`src/shared/ocd_pkg.sv`:
```
package ocd_pkg;

	// register offsets on the microprocessor port
	localparam logic [7:0] OCD_AUX_RATE_OFS  = 8'h39;
	localparam logic [7:0] OCD_DIFF_FMT_OFS  = 8'h3A;
	localparam logic [7:0] OCD_LOOP_CTL_OFS  = 8'h3B;

	// values after reset, and the answer to a read of an unmapped place
	localparam logic [7:0] OCD_AUX_RATE_RST  = 8'h08;
	localparam logic [7:0] OCD_DIFF_FMT_RST  = 8'hC6;
	localparam logic [7:0] OCD_LOOP_CTL_RST  = 8'hFB;
	localparam logic [7:0] OCD_UNMAPPED_RD   = 8'h00;

	// field positions
	localparam int OCD_AUX_B_RATE_LSB  = 6;
	localparam int OCD_AUX_A_RATE_LSB  = 4;
	localparam int OCD_DIFF_SEVEN_LSB  = 2;
	localparam int OCD_DIFF_SIX_LSB    = 0;
	localparam int OCD_AUTO_BW_BIT     = 7;
	localparam int OCD_INT_LIMIT_BIT   = 3;

	// width of the reported loop frequency word
	localparam int OCD_FREQ_W = 16;

	// aux output rates in kHz, indexed by rate code
	localparam logic [13:0] OCD_SONET_KHZ_0 = 14'h0608; // 1544
	localparam logic [13:0] OCD_SONET_KHZ_1 = 14'h0C10; // 3088
	localparam logic [13:0] OCD_SONET_KHZ_2 = 14'h1820; // 6176
	localparam logic [13:0] OCD_SONET_KHZ_3 = 14'h3040; // 12352
	localparam logic [13:0] OCD_SDH_KHZ_0   = 14'h0800; // 2048
	localparam logic [13:0] OCD_SDH_KHZ_1   = 14'h1000; // 4096
	localparam logic [13:0] OCD_SDH_KHZ_2   = 14'h2000; // 8192
	localparam logic [13:0] OCD_SDH_KHZ_3   = 14'h3FFF; // 16384 does not fit, top step saturates

	// differential output signalling formats
	typedef enum logic [1:0] {
		OCD_FMT_OFF  = 2'h0,
		OCD_FMT_PECL = 2'h1,
		OCD_FMT_LVDS = 2'h2,
		OCD_FMT_RSVD = 2'h3
	} ocd_fmt_t;

	// microprocessor port request
	typedef struct packed {
		logic       wr;
		logic       rd;
		logic [7:0] addr;
		logic [7:0] wdata;
	} ocd_req_t;

	// loop status from the output dpll
	typedef struct packed {
		logic                  want_acquire;
		logic                  at_freq_limit;
		logic [OCD_FREQ_W-1:0] freq;
	} ocd_loop_t;

	// whole state of the bank
	typedef struct packed {
		logic [7:0]            aux_rate;
		logic [7:0]            diff_fmt;
		logic [7:0]            loop_ctl;
		logic [7:0]            rdata;
		logic [13:0]           aux_a_khz;
		logic [13:0]           aux_b_khz;
		logic                  use_acq_bw;
		logic                  int_hold;
		logic [OCD_FREQ_W-1:0] rep_freq;
	} ocd_state_t;

endpackage

```
`src/rtl/ocd_cfg_regs.sv`:
```
// How it works
// (RQ1) aux b rate code picks its rate
// (RQ2) aux a uses same mapping, own family
// (RQ3) family bit one sonet, zero sdh
// (RQ4) code 11 gives family top rate
// (RQ5) diff fields disable or pick pecl/lvds
// (RQ6) auto bit switches bandwidth, else locked
// (RQ7) limit bit freezes integral at frequency limits
// (RQ8) freeze also holds reported loop frequency
module ocd_cfg_regs
	import ocd_pkg::*;
(
	input  wire logic                  ref_clk_i,
	input  wire logic                  sys_rst_i,
	input  wire logic                  ce_i,
	input  wire ocd_req_t              req_i,
	input  wire logic                  aux_a_family_select_i,
	input  wire logic                  aux_b_family_select_i,
	input  wire ocd_loop_t             loop_i,
	output logic [7:0]                 rdata_o,
	output logic [13:0]                aux_a_rate_khz_o,
	output logic [13:0]                aux_b_rate_khz_o,
	output logic                       diff_six_enable_o,
	output logic                       diff_six_lvds_o,
	output logic                       diff_seven_enable_o,
	output logic                       diff_seven_lvds_o,
	output logic                       use_acq_bandwidth_o,
	output logic                       integral_hold_o,
	output logic [OCD_FREQ_W-1:0]      reported_loop_frequency_o
);

	ocd_state_t st;      // registered state
	ocd_state_t next_st; // next state

	// code and family to rate in kHz
	function automatic logic [13:0] rate_khz(input logic [1:0] code, input logic sonet);
		logic [13:0] r;
		r = OCD_SDH_KHZ_0;
		case (code)
			2'h0: r = sonet ? OCD_SONET_KHZ_0 : OCD_SDH_KHZ_0; // RQ1 RQ3
			2'h1: r = sonet ? OCD_SONET_KHZ_1 : OCD_SDH_KHZ_1; // RQ1 RQ3
			2'h2: r = sonet ? OCD_SONET_KHZ_2 : OCD_SDH_KHZ_2; // RQ1 RQ3
			2'h3: r = sonet ? OCD_SONET_KHZ_3 : OCD_SDH_KHZ_3; // RQ4
			default: r = OCD_SDH_KHZ_0;
		endcase
		return r;
	endfunction

	// a format field drives its output only for pecl or lvds
	function automatic logic fmt_on(input logic [1:0] f);
		return (f == OCD_FMT_PECL) || (f == OCD_FMT_LVDS);
	endfunction

	// next-state logic: register writes, read data, loop controls
	always_comb begin
		logic [1:0] a_code;
		logic [1:0] b_code;
		logic       freeze;
		a_code  = '0;
		b_code  = '0;
		freeze  = 1'b0;
		next_st = st;
		// writes land first so registered derived outputs follow a cycle later
		if (req_i.wr) begin
			case (req_i.addr)
				OCD_AUX_RATE_OFS: next_st.aux_rate = req_i.wdata;
				OCD_DIFF_FMT_OFS: next_st.diff_fmt = req_i.wdata;
				OCD_LOOP_CTL_OFS: next_st.loop_ctl = req_i.wdata;
				default: ; // unmapped writes are dropped
			endcase
		end
		// reads answer the stored value one cycle later
		if (req_i.rd) begin
			case (req_i.addr)
				OCD_AUX_RATE_OFS: next_st.rdata = st.aux_rate;
				OCD_DIFF_FMT_OFS: next_st.rdata = st.diff_fmt;
				OCD_LOOP_CTL_OFS: next_st.rdata = st.loop_ctl;
				default:          next_st.rdata = OCD_UNMAPPED_RD;
			endcase
		end
		// rates come from the stored codes and the neighbour family bits
		b_code = st.aux_rate[OCD_AUX_B_RATE_LSB +: 2];
		a_code = st.aux_rate[OCD_AUX_A_RATE_LSB +: 2];
		next_st.aux_b_khz = rate_khz(b_code, aux_b_family_select_i); // RQ1
		next_st.aux_a_khz = rate_khz(a_code, aux_a_family_select_i); // RQ2
		// acquisition bandwidth only when automatic choice is allowed
		next_st.use_acq_bw = st.loop_ctl[OCD_AUTO_BW_BIT] & loop_i.want_acquire; // RQ6
		// limiter freezes the integral path at min or max frequency
		freeze = st.loop_ctl[OCD_INT_LIMIT_BIT] & loop_i.at_freq_limit; // RQ7
		next_st.int_hold = freeze;
		// reported value is held while frozen so software sees a steady word
		if (!freeze) begin
			next_st.rep_freq = loop_i.freq; // RQ8
		end
	end

	// state register; ce low freezes everything
	always_ff @(posedge ref_clk_i or posedge sys_rst_i) begin
		if (sys_rst_i) begin
			st            <= '0;
			st.aux_rate   <= OCD_AUX_RATE_RST;
			st.diff_fmt   <= OCD_DIFF_FMT_RST;
			st.loop_ctl   <= OCD_LOOP_CTL_RST;
			st.aux_a_khz  <= OCD_SDH_KHZ_0;
			st.aux_b_khz  <= OCD_SDH_KHZ_0;
		end else if (ce_i) begin
			st <= next_st;
		end
	end

	// outputs straight from state
	assign rdata_o                   = st.rdata;
	assign aux_a_rate_khz_o          = st.aux_a_khz;
	assign aux_b_rate_khz_o          = st.aux_b_khz;
	assign diff_six_enable_o         = fmt_on(st.diff_fmt[OCD_DIFF_SIX_LSB +: 2]); // RQ5
	assign diff_six_lvds_o           = st.diff_fmt[OCD_DIFF_SIX_LSB +: 2] == OCD_FMT_LVDS; // RQ5
	assign diff_seven_enable_o       = fmt_on(st.diff_fmt[OCD_DIFF_SEVEN_LSB +: 2]); // RQ5
	assign diff_seven_lvds_o         = st.diff_fmt[OCD_DIFF_SEVEN_LSB +: 2] == OCD_FMT_LVDS; // RQ5
	assign use_acq_bandwidth_o       = st.use_acq_bw;
	assign integral_hold_o           = st.int_hold;
	assign reported_loop_frequency_o = st.rep_freq;
endmodule // ocd_cfg_regs

```
`config.mk`:
```
export PLATFORM = sky130hd
export DESIGN_NAME = ocd_cfg_regs
export DESIGN_NICKNAME = d
export VERILOG_FILES = /design/src/shared/ocd_pkg.sv /design/src/rtl/ocd_cfg_regs.sv
export SDC_FILE = /design/constraint.sdc
export NUM_CORES = 1
export LEC_CHECK = 0
export ABC_AREA = 0
export BUFFER_PORTS_ARGS = -buffer_cell sky130_fd_sc_hd__buf_4
export CAP_MARGIN = 20
export CORE_ASPECT_RATIO = 0.9
export CORE_MARGIN = 2
export CORE_UTILIZATION = 48
export CTS_BUF_LIST = sky130_fd_sc_hd__clkbuf_4
export DETAILED_ROUTE_END_ITERATION = 16
export PLACE_DENSITY = 0.78
export SLEW_MARGIN = 0
export SYNTH_ARGS = -nofsm -noshare
export SYNTH_HDL_FRONTEND = slang
export SYNTH_SLANG_ARGS = --single-unit
```
`constraint.sdc`:
```
create_clock -name ref_clk_i -period 1.95 [get_ports ref_clk_i]
set_input_delay 0.195 -clock ref_clk_i [delete_from_list [all_inputs] [get_ports ref_clk_i]]
set_output_delay 0.195 -clock ref_clk_i [all_outputs]
set_load 0.01 [all_outputs]
```
==> results of run 1 <==
cell families after synthesis:
group | after synthesis
multiplexers | 51
AND/OR/NAND/NOR | 44
AO/OA/AOI/OAI | 39
adder cells (fa/ha/maj) | 2
XOR/XNOR | 5
buffers and inverters | 83
flip-flops | 68
stage by stage:
step / utilization / TNS (ns) / setup WS, ns
3_5_place_dp: 0.5788 / -0.1149 / -0.03297
6_report: 0.6335 / 0 / 0.3060
5_1_grt: 0.6335 / 0 / 0.2027
2_1_floorplan: - / 0 / 0.06666
4_1_cts: 0.6289 / 0 / 0.2647
3_3_place_gp: 0.5788 / 0 / 0.01085
layout make-up:
| class | instances | area (sq um) |
|---|---|---|
| repair buffers | 127 | 1011 |
| well taps | 90 | 112.6 |
| inverters | 16 | 60.06 |
| flip-flops and latches | 68 | 1719 |
| multi-input cells | 141 | 1130 |
| clock buffers | 11 | 82.58 |
| fillers | 549 | 2440 |
| clock inverters | 5 | 101.3 |
worst max-delay path, stage by stage (launching register included):
cell,delay (ns)
dfstp_2,0.57
inv_1,0.04
ha_1,0.27
inv_1,0.05
buf_4,0.11
state kept, by name (all words and copies together) (netlist names):
signal / count
st: 24
reported_loop_frequency_o: 16
aux_a_rate_khz_o: 9
aux_b_rate_khz_o: 9
rdata_o: 8
integral_hold_o: 1
use_acq_bandwidth_o: 1
power by group:
part           total, mW  leakage, nW  internal (mW)  switching [mW]
Combinational      0.401         1.10          0.225           0.176
Clock               1.15       0.0947          0.675           0.479
Sequential          1.52        0.846           1.48          0.0421
final timing paths:
path | from | to | slack, ns | cells after the start
min in group asynchronous | sys_rst_i | aux_a_rate_khz_o[8] | 0.44 | 4
worst max register to register | st[57] | reported_loop_frequency_o[4] | 0.74 | 3
max in group asynchronous | sys_rst_i | st[73] | 1.17 | 4
worst min register to register | rdata_o[5] | rdata_o[5] | 0.49 | 2
worst max-delay path | st[64] | diff_seven_enable_o | 0.31 | 4
worst min-delay path | req_i[0] | st[70] | 0.04 | 2
cells in the mapped netlist (2+ instances only):
master	count	area [sq um]
a21oi_1	11	55.05
a22oi_1	8	60.06
and3b_1	2	17.52
buf_1	2	7.510
buf_4	52	390.4
clkbuf_1	12	45.04
dfrtp_1	54	1351
dfstp_2	14	367.9
ha_1	2	25.02
inv_1	16	60.06
mux2_2	50	563.0
nand2_1	11	41.29
nand3_1	7	35.03
nor2_1	12	45.04
nor2b_1	3	18.77
nor3b_1	2	15.01
o211ai_1	2	15.01
o21ai_0	15	75.07
xor2_1	4	35.03
cell usage in the layout, fill, tap and decap left out, types with 3 or more instances in the layout:
master and n:
buf_4 108, dfrtp_1 54, mux2_2 50, dlygate4sd3_1 18, inv_1 15, o21ai_0 15, dfstp_2 14, nor2_1 12
nand2_1 11, a21oi_1 11, clkbuf_4 11, a22oi_1 8, nand3_1 7, xor2_1 4, nor2b_1 3, bufinv_16 3
routing by layer:
layer | vias to the layer above | share of wire | global-route usage | routed length (um)
met1 | 1093 | 0.41 | 0.2082 | 2719
met4 | 0 | 0.011 | 0.04478 | 71
met3 | 9 | 0.058 | 0.06806 | 387
met2 | 76 | 0.52 | 0.3222 | 3456
met5 | - | 0 | 0 | 0
li1 | 1075 | - | - | -
repair_timing:
item | CTS | global route
hold buffers | 15 | 3
setup buffers | 0 | 0
hold endpoints to repair | 68 | 3
==> results.txt, run 1 <==
Data arrives at the worst endpoint at 1.45 ns. Layout cell share with drive strength beyond 1: 0.5245. The tree is rooted in a clkbuf_4.

The share of the synthesized area in compound gates (AO/OA/AOI/OAI) is 0.06679. For this run the aggregate overflow at the end of global routing stands at 0. Kind of start point of the critical path: a register. The routed length per placed instance was 14.49 um; the vertical die dimension was 83.29 um. The overall track demand over capacity in global routing came out at 0.1822. At the end of routability-driven placement, the weighted congestion stood at 0.7788. The commonest register cell after synthesis is dfrtp_1.

The final route contains 2253 vias. From left edge to right edge, the die measures 92.10 um. The number of buffers added on ports is 98, and the number of rows created at floorplan is 28.

In this run, post-CTS repair resized a total of 0 instances. The async set-reset flop share out of synthesis is 1.000. The tools report the worst slew margin relative to its limit as 0.7619. Max-slew violation count: 0.

The clock passes through at most 2 buffers. Setup violations remaining at the end of the flow were counted as 0. For the number of remaining DRC errors, the log shows 0. The count of flip-flops with a built-in enable after synthesis was 0; the post-route cell area was 0.004217 sq mm. STA classifies the critical path endpoint as an output pin. The tools report the post-detailed-route count of antenna-violating nets as 0. Setup repair after global routing left no endpoint under its margin. The arithmetic-cell share of the synthesized area counting full adders, half adders and majority gates works out to 0.007463. The worst-skew pair later-pin latency is 0.40 ns, and the number of vias per cell is 4.919. The post-synthesis share of cell area spent on and, or, nand and nor gates works out to 0.07761. Max-cap violations in this run came to 0.

The tools report the area of the die as 0.007671 sq mm. The via count of the first global-routing pass was 2327; the peak supply drop was 0.5429 mV. On the final layout, the worst clock skew is 0.01257 ns.

Entering global routing, the biggest net connects 69 pins. Final standard cell count with taps included and fillers excluded: 458. The fraction of synthesized area in multiplexers came out at 0.1709. Summing every instance area after synthesis gives 0.003353 sq mm. The clock period minus worst slack is 1.644 ns. Wires add up to 6635 um.

The logs give 0 for the number of failing hold endpoints at the final stage and 3.081 mW for the total power. The number of detailed-routing iterations run before antenna repair was 4. For the number of top-level pins, the log shows 99.

The Yosys step of the flow raised 0 warnings. The core region is 0.006656 sq mm. By area, the combinational part of the netlist is dominated by multiplexers.

The category of the critical setup timing path is register to output pin. In this run the power density over the cells is 730.6 mW/mm^2. The final clock period utilization by the worst path was 0.8431.

The run finished with clean final reports. After synthesis the netlist holds a flip-flop and latch count of 68. The run gives 335 as the synthesized netlist net count. The number of antenna violations at the first check in global routing is 0. The sequential cell area fraction in the yosys report is 0.5127. The logs give 9 for the total CTS buffers and 68 for the number of clock sinks. The tools report the cell count after synthesis as 292.

The estimated wirelength of the detail-placed design was 4620 um. The area growth from synthesis to layout is 25.75%. Along the worst path, the maximum fanout reaches 3.

The tools report the critical path required time as 1.75 ns. The slew at the pin closest to its max-slew limit works out to 0.3561 ns. The starting density of the core is 0.5038, and the clock-pin transition on the worst setup and hold timing paths is 0.11 ns. On the final layout, the worst hold slack is 0.04211 ns. The final net count is 406, and the number of violations reported at the end of detailed-routing iteration 0 is 65. Counting tap cells, the placed design contains a total of 424 instances. The leakage power figure is 2.040 nW. TritonCTS built the clock tree. CTS built an H-tree with a depth of 3. The tools report the area after detailed placement as 0.003852 sq mm. The tools report the antenna diode instance count as 0.

After synthesis, the netlist uses 32 different library cells. In this run the worst hold path is classified as primary input to register. The synthesized-area fraction occupied by xor and xnor cells was 0.01306; the highest clock rate was 608.3 MHz. The first global-routing pass estimated 11030 um of wire. Averaged over all synthesized cells, the footprint is 11.48 sq um.
Power figures use the tool's default switching activity.
==> run 2: changes to the inputs <==
- clock period: 1.95 -> 1.5 ns (I/O delays scaled with it)
==> results.txt, run 2 (same netlist as run 1, synthesis figures left out) <==
The clock arrives with 0.01125 ns of skew. The die covers 0.007671 sq mm. Summing all multi-input logic gate instances after layout gives 0.001219 sq mm. The clock reaches the later pin of the worst-skew pair after 0.38 ns. The final clock period utilization by the worst path is 1.004.

Data arrives at the worst endpoint at 1.36 ns. The min-delay analysis places its worst path in the category primary input to register. The pre-antenna-repair detailed-routing pass consisted of 4 iterations. The number of placed instances, taps included, is 424. Leaving out filler cells and counting taps, the final layout contains 465. The highest fanout seen on the critical path came out at 2. After floorplanning, the core was divided into 28 placement rows. The number of failing hold endpoints at the final stage was 0. The critical path is of the register to output pin type. At the end of routability-driven placement, the weighted congestion stood at 0.7391.

The routed length per placed instance is 14.34 um, and the starting density of the core is 0.5038. The run gives 0 as the max-slew violation count. The number of buffers added on ports is 98.

The final route contains 2238 vias. The vertical die dimension is 83.29 um. VDD sags by at most 0.4162 mV. The logs give 6668 um for the total wire length after detailed routing and 11340 um for the wire length of the first global-routing pass. Hold is met by 0.03651 ns. The slowest stage of the critical path belongs to the cell dfstp_2. The die is 92.10 um wide. The flip-flop count of the largest register after layout came out at 24.

After routing, the total negative slack on setup checks comes to -0.005574 ns. For this design the ratio of total power to cell area is 800.0 mW/mm^2. In this run the remaining antenna-violating nets after routing total 0. The leakage power figure is 2.059 nW.

The via count of the first global-routing pass is 2270. TritonCTS built the clock tree. The buffer depth of the longest clock path is 2, and the final cell utilization of the core is 0.6509. The total setup violations reported at the end of the flow is 1, and the final net count is 414. The run gives 4460 um as the estimated wirelength of the detail-placed design. Summing all flip-flop and latch instances after layout gives 0.001719 sq mm. The run gives 0 as the number of remaining DRC errors.

The tool flagged a number of max-cap violations equal to 0. The kind of start point of the critical path was a register. Entering global routing, the biggest net connects 69 pins. In the layout the commonest cells are buf_4 (106), dfrtp_1 (54), mux2_2 (34).

For the antenna diode instance count, the log shows 0. For the count of filler cells inserted in the layout, the log shows 508. The area growth from synthesis to layout is 29.22%. The flow ran to the end, but the final reports show violations.

The highest cell delay on the worst timing path was 0.55 ns. The floorplan step defined a core boundary enclosing 0.006656 sq mm. Traced cell by cell, the critical path runs through inv_2, ha_4, inv_2, buf_6.

Counting the buffers created by CTS gives 9. The final worst-path setup slack was -0.005574 ns. The H-tree was split into 3 levels. The worst path needs 1.506 ns of the cycle, external delays included. The number of antenna violations at the first check in global routing came out at 0. The layout cell share with drive strength beyond 1 is 0.5307.

The kind of end point of the critical path is an output pin. The highest clock rate is 664.2 MHz. The worst slew margin relative to its limit came out at 0.7687.

Clock-pin slew was measured on the worst setup and hold paths at 0.10 ns. Clock tree synthesis found a total of 68 sinks. For the pin with the worst max-slew slack, the measured transition is 0.3470 ns. Data on the critical path is required at its endpoint by 1.35 ns. Most common cell after layout, fill and taps aside: buf_4.

Number of vias per cell: 4.813. For the number of top-level pins, the log shows 99. The first routing iteration left 68 violations. The largest register by flop count was st. The total overflow left after global routing is 0. The final reports fail on negative setup slack. The root buffer cell chosen for the clock tree is clkbuf_4.

In this design, the critical path's most frequently occurring cell is inv_2. Overall track demand over capacity in global routing: 0.1859. Setup repair after global routing could not meet its margin everywhere.
[run 2: cell types whose count changed in the layout (fill, tap and decap cells not counted), moves of 3 or more]
cell,delta
o21ai_0,-4
mux2_4,+16
dlygate4sd3_1,+6
mux2_2,-16
inv_1,-3
bufinv_16,-3
o21ai_1,+4
[run 2: area by class of cell]
| type | count | share of cell area |
|---|---|---|
| clock buffer | 11 | 0.01906 |
| tap | 90 | 0.02599 |
| multi-input combinational | 141 | 0.2813 |
| inverter | 16 | 0.01473 |
| sequential | 68 | 0.3968 |
| timing repair buffer | 135 | 0.2582 |
| clock inverter | 4 | 0.004043 |
[run 2: final timing paths]
| check | from | end | slack [ns] | depth (start not counted) |
|---|---|---|---|---|
| setup / recovery | st[64] | diff_seven_enable_o | -0.006 | 4 |
| hold / removal | req_i[6] | st[60] | 0.04 | 2 |
| setup reg to reg | st[57] | reported_loop_frequency_o[8] | 0.32 | 3 |
| hold reg to reg | aux_b_rate_khz_o[11] | aux_b_rate_khz_o[11] | 0.50 | 2 |
| max in group asynchronous | sys_rst_i | st[58] | 0.74 | 4 |
| min in group asynchronous | sys_rst_i | reported_loop_frequency_o[7] | 0.43 | 4 |
[run 2: what timing repair did]
| action | in CTS | in global routing |
|---|---|---|
| buffers inserted | 2 | 0 |
| hold endpoints to repair | 81 | 1 |
| pin swaps | 1 | 1 |
| gates resized for setup | 4 | 3 |
| gates cloned | 0 | 0 |
| setup endpoints to repair | 2 | 2 |
| hold buffers | 23 | 1 |
[run 2: metrics by stage]
| step | area, sq um | power, mW | setup WS (ns) |
|---|---|---|---|
| after CTS | 4307 | 3.515 | -0.03885 |
| after global routing | 4333 | 3.674 | -0.08519 |
| after global placement | 3945 | 2.503 | -0.2331 |
| final | 4333 | 3.466 | -0.005574 |
| after floorplan | 3442 | 2.339 | -0.2208 |
| after detailed placement | 3945 | 2.516 | -0.2667 |
[run 2: power breakdown]
group / internal [mW] / switching, mW
Combinational: 0.322 / 0.236
Clock: 0.355 / 0.572
Sequential: 1.93 / 0.0550
[run 2: critical path, delay by kind of cell, from the launching register on]
| kind | cells | cell delay (ns) |
|---|---|---|
| fa+ha+maj | 1 | 0.25 |
| buf+inv | 3 | 0.17 |
| flops | 1 | 0.55 |
[run 2: metal layers]
metal,wire length [um],vias up,global-route usage
met4,38,0,0.06242
met1,3094,1077,0.2487
met5,0,-,0
met2,3151,61,0.2968
met3,383,4,0.04628
li1,-,1096,-
